`src/ugsr_defs.svh`:
```
`ifndef UGSR_DEFS_SVH
`define UGSR_DEFS_SVH
`define UGSR_ADDR_W 12
`define UGSR_OFF_STATUS 12'h804
`define UGSR_OFF_CLEAR 12'h808
`define UGSR_OFF_SET 12'h80c
`define UGSR_OFF_VERSION 12'h818
`define UGSR_OFF_FEATURES 12'h81c
`define UGSR_OFF_CONTROL 12'h820
`define UGSR_STATUS_RESET 32'h0000_0400
`define UGSR_EVENT_MASK 32'h0000_00bb
`define UGSR_SETCLR_MASK 32'h0000_02bb
`define UGSR_BIT_IDT 0
`define UGSR_BIT_VBUST 1
`define UGSR_BIT_VBERR 3
`define UGSR_BIT_BCERR 4
`define UGSR_BIT_ROLEX 5
`define UGSR_BIT_STO 7
`define UGSR_BIT_SUPPLY_RQ 9
`define UGSR_BIT_ID 10
`define UGSR_BIT_VBUS 11
`define UGSR_BIT_SPEED_LO 12
`define UGSR_BIT_CLKOK 14
`define UGSR_CTL_POL 13
`define UGSR_CTL_HWC 8
`define UGSR_CTL_ENABLE 15
`define UGSR_CTL_FREEZE 14
`define UGSR_CTL_MASK 32'h0000_e1bb
`endif

```
`src/ugsr_pkg.sv`:
```
package ugsr_pkg;
  typedef enum logic [1:0] {UGSR_FULL, UGSR_LOW, UGSR_HIGH, UGSR_RSVD} ugsr_speed_t;
  typedef struct packed {
    logic phy_clock_valid;
    ugsr_speed_t speed;
    logic vbus_level;
    logic id_pin;
  } ugsr_pins_t;
  typedef struct packed {
    logic suspend_timeout;
    logic role_swap;
    logic b_connect_error;
    logic vbus_error;
  } ugsr_events_t;
endpackage

```
`src/ugsr_top.sv`:
```
`timescale 1ns/100ps
`include "ugsr_defs.svh"
module ugsr_top
  import ugsr_pkg::*;
#(
  parameter logic [11:0] VERSION = 12'h001,
  parameter logic [3:0] VARIANT = 4'h0,
  parameter logic [6:0] HB_ISO_SUPPORT = 7'h00,
  parameter logic PHY_BUS_WIDTH = 1'b1,
  parameter logic BUFFER_BYTE_WRITE = 1'b1,
  parameter logic [2:0] BUFFER_SIZE_CODE = 3'h3,
  parameter logic [3:0] DMA_FIFO_DEPTH = 4'h0,
  parameter logic DMA_LENGTH_WIDTH = 1'b0,
  parameter logic [2:0] DMA_CHANNEL_COUNT = 3'h7,
  parameter logic [3:0] ENDPOINT_COUNT_MAX = 4'h8
) (
  // Clock and reset
  input wire logic sys_clk,
  input wire logic rst_n,
  // APB slave
  input wire logic psel,
  input wire logic penable,
  input wire logic pwrite,
  input wire logic [`UGSR_ADDR_W-1:0] paddr,
  input wire logic [31:0] pwdata,
  output logic [31:0] prdata,
  output logic pready,
  output logic pslverr,
  // Pin and core state
  input wire ugsr_pins_t pins,
  input wire ugsr_events_t events,
  // Outputs
  output logic supply_enable_out,
  output logic usb_irq
);

  logic [31:0] flags_reg, flags_next;
  logic [31:0] ctl_reg, ctl_next;
  logic [31:0] prdata_reg, prdata_next;
  logic vbus_prev_reg, vbus_prev_next;
  logic id_prev_reg, id_prev_next;
  logic supply_out_reg, supply_out_next;
  logic wr_en, rd_en;
  logic [31:0] hw_set;
  logic [31:0] status_view;
  logic supply_hw_ctrl_disable, supply_out_polarity;

  function automatic logic hit(input logic [`UGSR_ADDR_W-1:0] a, input logic [`UGSR_ADDR_W-1:0] off);
    return a == off;
  endfunction

  assign wr_en = psel && penable && pwrite;
  assign rd_en = psel && !penable && !pwrite;
  assign pready = 1'b1;
  assign supply_hw_ctrl_disable = ctl_reg[`UGSR_CTL_HWC];
  assign supply_out_polarity = ctl_reg[`UGSR_CTL_POL];

  // Edge detectors run on the system clock, which never freezes here
  always_comb begin
    hw_set = 32'h0;
    hw_set[`UGSR_BIT_VBUST] = pins.vbus_level != vbus_prev_reg;
    hw_set[`UGSR_BIT_IDT] = pins.id_pin != id_prev_reg;
    hw_set[`UGSR_BIT_VBERR] = events.vbus_error;
    hw_set[`UGSR_BIT_BCERR] = events.b_connect_error;
    hw_set[`UGSR_BIT_ROLEX] = events.role_swap;
    hw_set[`UGSR_BIT_STO] = events.suspend_timeout;
  end

  always_comb begin
    flags_next = flags_reg;
    ctl_next = ctl_reg;
    vbus_prev_next = pins.vbus_level;
    id_prev_next = pins.id_pin;
    if (wr_en) begin
      if (hit(paddr, `UGSR_OFF_CLEAR)) begin
        flags_next = flags_next & ~(pwdata & `UGSR_SETCLR_MASK);
      end else if (hit(paddr, `UGSR_OFF_SET)) begin
        flags_next = flags_next | (pwdata & `UGSR_SETCLR_MASK);
      end else if (hit(paddr, `UGSR_OFF_CONTROL)) begin
        ctl_next = pwdata & `UGSR_CTL_MASK;
      end
    end
    // Supply error drops the request unless hardware control is off
    if (events.vbus_error && !supply_hw_ctrl_disable) begin
      flags_next[`UGSR_BIT_SUPPLY_RQ] = 1'b0;
    end
    // Hardware events win over a simultaneous clear
    flags_next = flags_next | hw_set;
  end

  always_comb begin
    status_view = flags_reg & `UGSR_SETCLR_MASK;
    status_view[`UGSR_BIT_CLKOK] = pins.phy_clock_valid;
    status_view[`UGSR_BIT_SPEED_LO +: 2] = pins.speed;
    status_view[`UGSR_BIT_VBUS] = pins.vbus_level;
    status_view[`UGSR_BIT_ID] = pins.id_pin;
  end

  always_comb begin
    prdata_next = prdata_reg;
    if (rd_en) begin
      if (hit(paddr, `UGSR_OFF_STATUS)) begin
        prdata_next = status_view;
      end else if (hit(paddr, `UGSR_OFF_VERSION)) begin
        prdata_next = {12'h0, VARIANT, 4'h0, VERSION};
      end else if (hit(paddr, `UGSR_OFF_FEATURES)) begin
        prdata_next = {8'h0, HB_ISO_SUPPORT, PHY_BUS_WIDTH, BUFFER_BYTE_WRITE, BUFFER_SIZE_CODE,
                       DMA_FIFO_DEPTH, DMA_LENGTH_WIDTH, DMA_CHANNEL_COUNT, ENDPOINT_COUNT_MAX};
      end else if (hit(paddr, `UGSR_OFF_CONTROL)) begin
        prdata_next = ctl_reg;
      end else begin
        prdata_next = 32'h0;
      end
    end
  end

  always_comb begin
    supply_out_next = flags_next[`UGSR_BIT_SUPPLY_RQ] ^ ctl_next[`UGSR_CTL_POL];
  end

  always_ff @(posedge sys_clk) begin
    if (!rst_n) begin
      flags_reg <= `UGSR_STATUS_RESET & `UGSR_SETCLR_MASK;
      ctl_reg <= 32'h0;
      prdata_reg <= 32'h0;
      vbus_prev_reg <= 1'b0;
      id_prev_reg <= 1'b1;
      supply_out_reg <= 1'b0;
    end else begin
      flags_reg <= flags_next;
      ctl_reg <= ctl_next;
      prdata_reg <= prdata_next;
      vbus_prev_reg <= vbus_prev_next;
      id_prev_reg <= id_prev_next;
      supply_out_reg <= supply_out_next;
    end
  end

  assign prdata = prdata_reg;
  assign pslverr = 1'b0;
  assign supply_enable_out = supply_out_reg;
  assign usb_irq = |(flags_reg & ctl_reg & `UGSR_EVENT_MASK);

  logic first_cycle_reg;
  always_ff @(posedge sys_clk) begin
    first_cycle_reg <= !rst_n;
  end
endmodule

```
`config.mk`:
```
export PLATFORM = sky130hd
export DESIGN_NAME = ugsr_top
export DESIGN_NICKNAME = d
export VERILOG_FILES = /design/src/ugsr_pkg.sv /design/src/ugsr_top.sv
export VERILOG_INCLUDE_DIRS = /design/src
export SDC_FILE = /design/constraint.sdc
export NUM_CORES = 1
export LEC_CHECK = 0
export ABC_CLOCK_PERIOD_IN_PS = 2100
export BUFFER_PORTS_ARGS = -buffer_cell sky130_fd_sc_hd__buf_2
export CORE_UTILIZATION = 35
export DETAILED_ROUTE_END_ITERATION = 16
export HOLD_SLACK_MARGIN = 0.06
export PLACE_DENSITY = 0.63
export SKIP_CTS_REPAIR_TIMING = 1
export SLEW_MARGIN = 5
export SYNTH_ARGS = -nofsm -noshare
export SYNTH_HDL_FRONTEND = slang
export SYNTH_SLANG_ARGS = --single-unit
```
`constraint.sdc`:
```
create_clock -name sys_clk -period 2.1 [get_ports sys_clk]
set_input_delay 0.21 -clock sys_clk [delete_from_list [all_inputs] [get_ports sys_clk]]
set_output_delay 0.21 -clock sys_clk [all_outputs]
set_load 0.01 [all_outputs]
```
==> results of run 1 <==
[path summary, 6_finish.rpt]
check / cells past startpoint / end
hold reg to reg: 2 / prdata[0]$_SDFFE_PN0P_
setup reg to reg: 4 / supply_enable_out$_SDFF_PN0_
hold / removal: 2 / id_prev_reg$_SDFF_PN1_
setup / recovery: 6 / supply_enable_out$_SDFF_PN0_
[cell usage in the layout (no fill, tap or decap), types with 2 or more instances in the layout]
| master | count |
|---|---|
| clkbuf_8 | 5 |
| or4b_2 | 2 |
| buf_2 | 54 |
| and3_1 | 2 |
| and2_1 | 3 |
| a21oi_1 | 29 |
| buf_4 | 13 |
| o21ai_0 | 3 |
| mux2i_1 | 8 |
| o22ai_1 | 2 |
| conb_1 | 18 |
| a2bb2oi_1 | 3 |
| dfxtp_1 | 35 |
| xnor2_1 | 2 |
| inv_1 | 4 |
| nor4_1 | 2 |
| nor4_4 | 2 |
| nor2_1 | 10 |
| nand2b_1 | 5 |
| nor4_2 | 2 |
| nand2_1 | 37 |
| a22oi_1 | 8 |
| or3_1 | 3 |
| o221a_2 | 2 |
| nand3_1 | 8 |
| nand3b_1 | 2 |
| nor2b_1 | 2 |
[report_power, final]
part	total (uW)	leakage [uW]	internal [uW]	switching, uW
sequential	687	0.000285	678	9.52
combinational	135	0.000641	55.5	79.5
clock	442	0.0000371	221	221
[layout make-up]
type / count / area share [%]
repair buffers: 67 / 16.82
clock buffers: 6 / 3.318
inverters: 5 / 0.8581
flip-flops and latches: 35 / 32.04
well taps: 67 / 3.833
multi-input cells: 163 / 43.13
[metal layers]
layer | GRT usage (%) | vias up
met3 | 4.115 | 6
met2 | 26.34 | 53
met5 | 0 | -
li1 | - | 833
met4 | 5.882 | 0
met1 | 23.14 | 755
[worst max-delay path, delay by kind of cell]
kind / cells / cell delay (ns)
buf+inv: 1 / 0.10
mux: 2 / 0.56
simple gates: 3 / 1.03
[through the flow]
step	cell area [um^2]	hold WS (ns)	worst slack, ns	util [%]
2_1_floorplan	1838	0.3115	0.1540	-
3_3_place_gp	2115	0.4413	0.07066	43.90
3_5_place_dp	2115	0.4416	0.06465	43.90
4_1_cts	2187	0.1568	0.3599	45.40
5_1_grt	2187	0.1640	0.2680	45.40
6_report	2187	0.1603	0.3679	45.40
[cell families after synthesis]
| kind of cell | count (synthesis) |
|---|---|
| AND/OR/NAND/NOR | 86 |
| AO/OA/AOI/OAI | 48 |
| other | 2 |
| XOR/XNOR | 2 |
| buffers and inverters | 32 |
| flip-flops | 35 |
| multiplexers | 9 |
==> qor.txt, run 1 <==
status: finished clean
register area: 700.7 um^2
Cell Area, Synth: 1778 um^2
DR WL/cell: 12.46 um
WL final: 4275 um
top cell type's share of synthesized area: 39.41%
Post-Syn Instances: 214
Fmax achieved: 577.3 MHz
Post-Synth Adder-Cell Area: 0%
Area contributors post-synth: dfxtp_1, a21oi_1, buf_4
synthesis warning total: 0
die footprint: 5369 um^2
fin cells: 343
Req. time, crit path: 2.27 ns
root buffer cell: clkbuf_8
final-report max-slew violation count: 0
row cnt: 25
Detailed Routing Iterations Pass 1: 4
Hold Startpoint: pins[0]
CP max stage cell: or4_4
simple-gate area share of the yosys netlist: 26.74%
Placed Cells incl. Taps: 337
Via density: 4.802
flop2flop setup slack: 0.91 ns
critical path, cell by cell: buf_2, or4_4, nor4_4, nand2_1, mux2i_1, mux2_2
synthesized flop and latch total: 35
Pwr per Cell Area: 578.1 nW/um^2
Pleak: 0.0009631 uW
Overflow after GRT: 0
EDFF count, synth: 0
core area: 4817 um^2
top_reg_cell synth: dfxtp_1
metal2 WL: 1918 um
synthesized area per cell: 8.308 um^2
metal3 WL: 227 um
gr usage total: 17.04%
Routed Antenna Nets: 0
wire length on met1: 2064 um
crit end category: register
largest family of logic cells by synthesized area: simple AND/OR/NAND/NOR gates
Synth cell types: 36
vias in the first global route: 1425
maximum vdd drop: 0.0003983 V
arrival time worst endpoint: 1.91 ns
DR vias: 1647
RSZ-0062 raised after global routing: no
Clock Sinks: 35
most frequent cell after synthesis: nand2_1
Die W: 73.28 um
post-route DRC violation count: 0
Worst-Skew Late Latency: 0.28 ns
critical path class: in2reg
clock slew at reported path FFs: 0.06 ns
Die Y: 73.28 um
mux share of post-synthesis cell area: 5.137%
maximum fanout along the worst path: 3
type of origin of the critical path: input port
routability cong.: 0.8060
post-synthesis compound-gate area fraction: 16.40%
sequential element share of the synthesized area: 39.41%
TritonCTS buffer count: 5
Setup TNS Final: 0 ns
top routing layer in use: met4
Initial Utilization: 36.91%
min Tclk post-route: 1.732 ns
CTS tree: done
ANT cells: 0
final setup vio count: 0
FF-to-FF Start: ctl_reg[8]$_SDFFE_PN0P_
critical path's largest stage delay: 0.56 ns
initial antenna violation count: 0
asr flop ratio synth: 0%
total power: 1264 uW
clk buf depth: 2
H-Tree Depth: 2
Multi-input gate area: 943.4 um^2
Tcrit/Tclk final: 82.48%
Setup crit start: paddr[9]
Max Cap Viol: 0
xor/xnor cell area share of the yosys netlist: 0.9852%
Starting DRT DRC Count: 83
final hold violation count: 0
Hold/Removal Path Class: in2reg
max reg flops: 15
largest net degree at the start of global routing: 27
first-pass GRT wire length: 6775 um
Worst Skew: 0.006221 ns
Port Buffers: 54
I/O pin cnt: 94
fillcell total: 511
HPWL Detailed: 3230 um
layout cells sized above 1: 30.43%
top cells by count, synth: nand2_1, dfxtp_1, a21oi_1
area leader, netlist: dfxtp_1
Nets: 335
Layout area overhead: 23.01%
Power figures use the tool's default switching activity.
==> inputs of run 2 (changes only) <==
--- a/config.mk
+++ b/config.mk
@@ -6,12 +6,13 @@
 export SDC_FILE = /design/constraint.sdc
 export NUM_CORES = 1
 export LEC_CHECK = 0
-export ABC_CLOCK_PERIOD_IN_PS = 2100
+export ABC_AREA = 1
+export ABC_CLOCK_PERIOD_IN_PS = 1600
 export BUFFER_PORTS_ARGS = -buffer_cell sky130_fd_sc_hd__buf_2
 export CORE_UTILIZATION = 35
 export DETAILED_ROUTE_END_ITERATION = 16
 export HOLD_SLACK_MARGIN = 0.06
-export PLACE_DENSITY = 0.63
+export PLACE_DENSITY = 0.62
 export SKIP_CTS_REPAIR_TIMING = 1
 export SLEW_MARGIN = 5
 export SYNTH_ARGS = -nofsm -noshare
==> constraint.sdc (replaced) <==
create_clock -name sys_clk -period 1.6 [get_ports sys_clk]
set_input_delay 0.16 -clock sys_clk [delete_from_list [all_inputs] [get_ports sys_clk]]
set_output_delay 0.16 -clock sys_clk [all_outputs]
set_load 0.01 [all_outputs]
==> run 2 against run 1 <==
Net effect: critical path depth is 1 lower; die area is 5.7% higher; critical path type is now reg2out; critical endpoint is now usb_irq; global-route usage is 0.18 points higher.
==> qor.txt, run 2 <==
status: finished clean
ANT cells: 0
clk buf depth: 2
WL final: 4519 um
simple-gate area share of the yosys netlist: 28.97%
post-route DRC violation count: 0
gr usage total: 17.22%
clock slew at reported path FFs: 0.06 ns
maximum vdd drop: 0.0004289 V
area leader, netlist: dfxtp_1
I/O pin cnt: 94
initial antenna violation count: 0
routability cong.: 0.8325
Req. time, crit path: 1.44 ns
min Tclk post-route: 1.457 ns
final-report max-slew violation count: 0
asr flop ratio synth: 0%
Area contributors post-synth: dfxtp_1, buf_4, nand3_1
EDFF count, synth: 0
vias in the first global route: 1667
Fmax achieved: 686.3 MHz
crit end category: output port
layout cells sized above 1: 25.93%
HPWL Detailed: 3540 um
fillcell total: 579
commonest non-fill, non-tap cell in the layout: buf_2
die footprint: 5678 um^2
largest net degree at the start of global routing: 23
critical path, cell by cell: nand2_1, o21ai_0, a221oi_1, o211ai_1, buf_2
DR WL/cell: 11.47 um
top_reg_cell synth: dfxtp_1
TritonCTS buffer count: 5
arrival time worst endpoint: 1.30 ns
Initial Utilization: 36.64%
CTS tree: done
Max Cap Viol: 0
root buffer cell: clkbuf_8
post-synthesis compound-gate area fraction: 16.88%
Starting DRT DRC Count: 75
Worst-Skew Late Latency: 0.27 ns
largest family of logic cells by synthesized area: simple AND/OR/NAND/NOR gates
Clock Sinks: 35
most frequent cell after synthesis: nand2_1
core area: 5140 um^2
synthesized flop and latch total: 35
top cell type's share of synthesized area: 37.21%
RSZ-0062 raised after global routing: no
Non-Filler Cell Area, Final: 2248 um^2
Routed Antenna Nets: 0
Die Y: 75.35 um
Setup TNS Final: 0 ns
Tcrit/Tclk final: 91.07%
dpl cell area: 2176 um^2
Worst-Margin Slew: 0.5300 ns
Port Buffers: 54
mux share of post-synthesis cell area: 0%
maximum fanout along the worst path: 3
first-pass GRT wire length: 7341 um
row cnt: 26
max reg flops: 15
final setup vio count: 0
Detailed Routing Iterations Pass 1: 4
synthesized area per cell: 7.026 um^2
Post-Synth Adder-Cell Area: 0%
DR vias: 1773
H-Tree Depth: 2
type of origin of the critical path: register
Die W: 75.35 um
Multi-input gate area: 948.4 um^2
Via density: 4.500
critical path class: reg2out
final hold violation count: 0
Pleak: 0.001068 uW
xor/xnor cell area share of the yosys netlist: 0.9302%
most frequent cells in the layout: buf_2, nand2_1, dfxtp_1
Slew HR: 64.63%
critical path's largest stage delay: 0.34 ns
CP max stage cell: dfxtp_1
Pwr per Cell Area: 748.2 nW/um^2
Cell Area, Synth: 1883 um^2
Synth cell types: 29
sequential element share of the synthesized area: 37.21%
Overflow after GRT: 0
register area: 700.7 um^2
Post-Syn Instances: 268
top cells by count, synth: nand2_1, dfxtp_1, inv_1
Worst Skew: 0.003425 ns
Hold/Removal Path Class: in2reg
Nets: 383
Hold Slack: 0.1037 ns
synthesis warning total: 0
Layout area overhead: 19.40%
run 2: changes by cell type in the layout (fill, tap and decap cells not counted), sizes merged, moves of 6 or more:
| cell | change |
|---|---|
| a21oi | -14 |
| nand3 | +22 |
| nor4 | -6 |
| mux2i | -8 |
| inv | +29 |
| a22oi | -8 |
| buf | -7 |
| nor2 | +24 |
| o21ai | +29 |
run 2: metrics by stage:
step / instances / worst slack, ns / total power (uW) / util (%)
floorplan: 284 / 0.5020 / 1079 / -
global placement: 388 / 0.2222 / 1133 / 42.33
global route: 394 / 0.05809 / 1775 / 43.74
CTS: 394 / 0.1354 / 1704 / 43.74
detailed placement: 388 / 0.2174 / 1136 / 42.33
finish: 394 / 0.1429 / 1682 / 43.74
run 2: final cells by class:
cell class              count  share of cell area [%]
inverters                  33                   5.509
multi-input cells         190                   42.18
flip-flops and latches     35                   31.16
repair buffers             60                   14.02
clock buffers               6                   3.228
well taps                  70                   3.895
run 2: per-layer routing:
metal  vias to the layer above  GRT usage [%]  wire, um
met5                         -              0         0
met1                       758          22.79      2207
met2                        64          28.37      1996
met3                         2          3.968       301
met4                         0          4.527        13
li1                        949              -         -
run 2: kinds of logic after synthesis:
family	count (synthesis)
simple gates	113
compound gates	57
other cells	2
buf+inv	59
flops	35
xor+xnor	2
run 2: path summary, 6_finish.rpt:
kind,start,end,slack [ns],cells past startpoint
worst max register to register,ctl_reg[8]$_SDFFE_PN0P_,supply_enable_out$_SDFF_PN0_,0.52,5
worst min register to register,prdata[13]$_SDFFE_PN0P_,prdata[13]$_SDFFE_PN0P_,0.46,2
worst min-delay path,pins[1],vbus_prev_reg$_SDFF_PN0_,0.10,3
worst max-delay path,ctl_reg[1]$_SDFFE_PN0P_,usb_irq,0.14,5
run 2: worst max-delay path: cells and delay by family, from the launching register on:
| kind | cells | cell delay [ns] |
|---|---|---|
| AO/OA/AOI/OAI | 3 | 0.45 |
| flip-flops | 1 | 0.34 |
| buffers and inverters | 1 | 0.17 |
| AND/OR/NAND/NOR | 1 | 0.06 |
run 2: report_power, final:
| group | total [uW] | internal, uW | switching [uW] | leakage, uW |
|---|---|---|---|---|
| clock | 565 | 290 | 275 | 0.0000371 |
| combinational | 209 | 80.0 | 129 | 0.000745 |
| sequential | 908 | 896 | 12.4 | 0.000285 |
| total | 1680 | 1270 | 417 | 0.00107 |
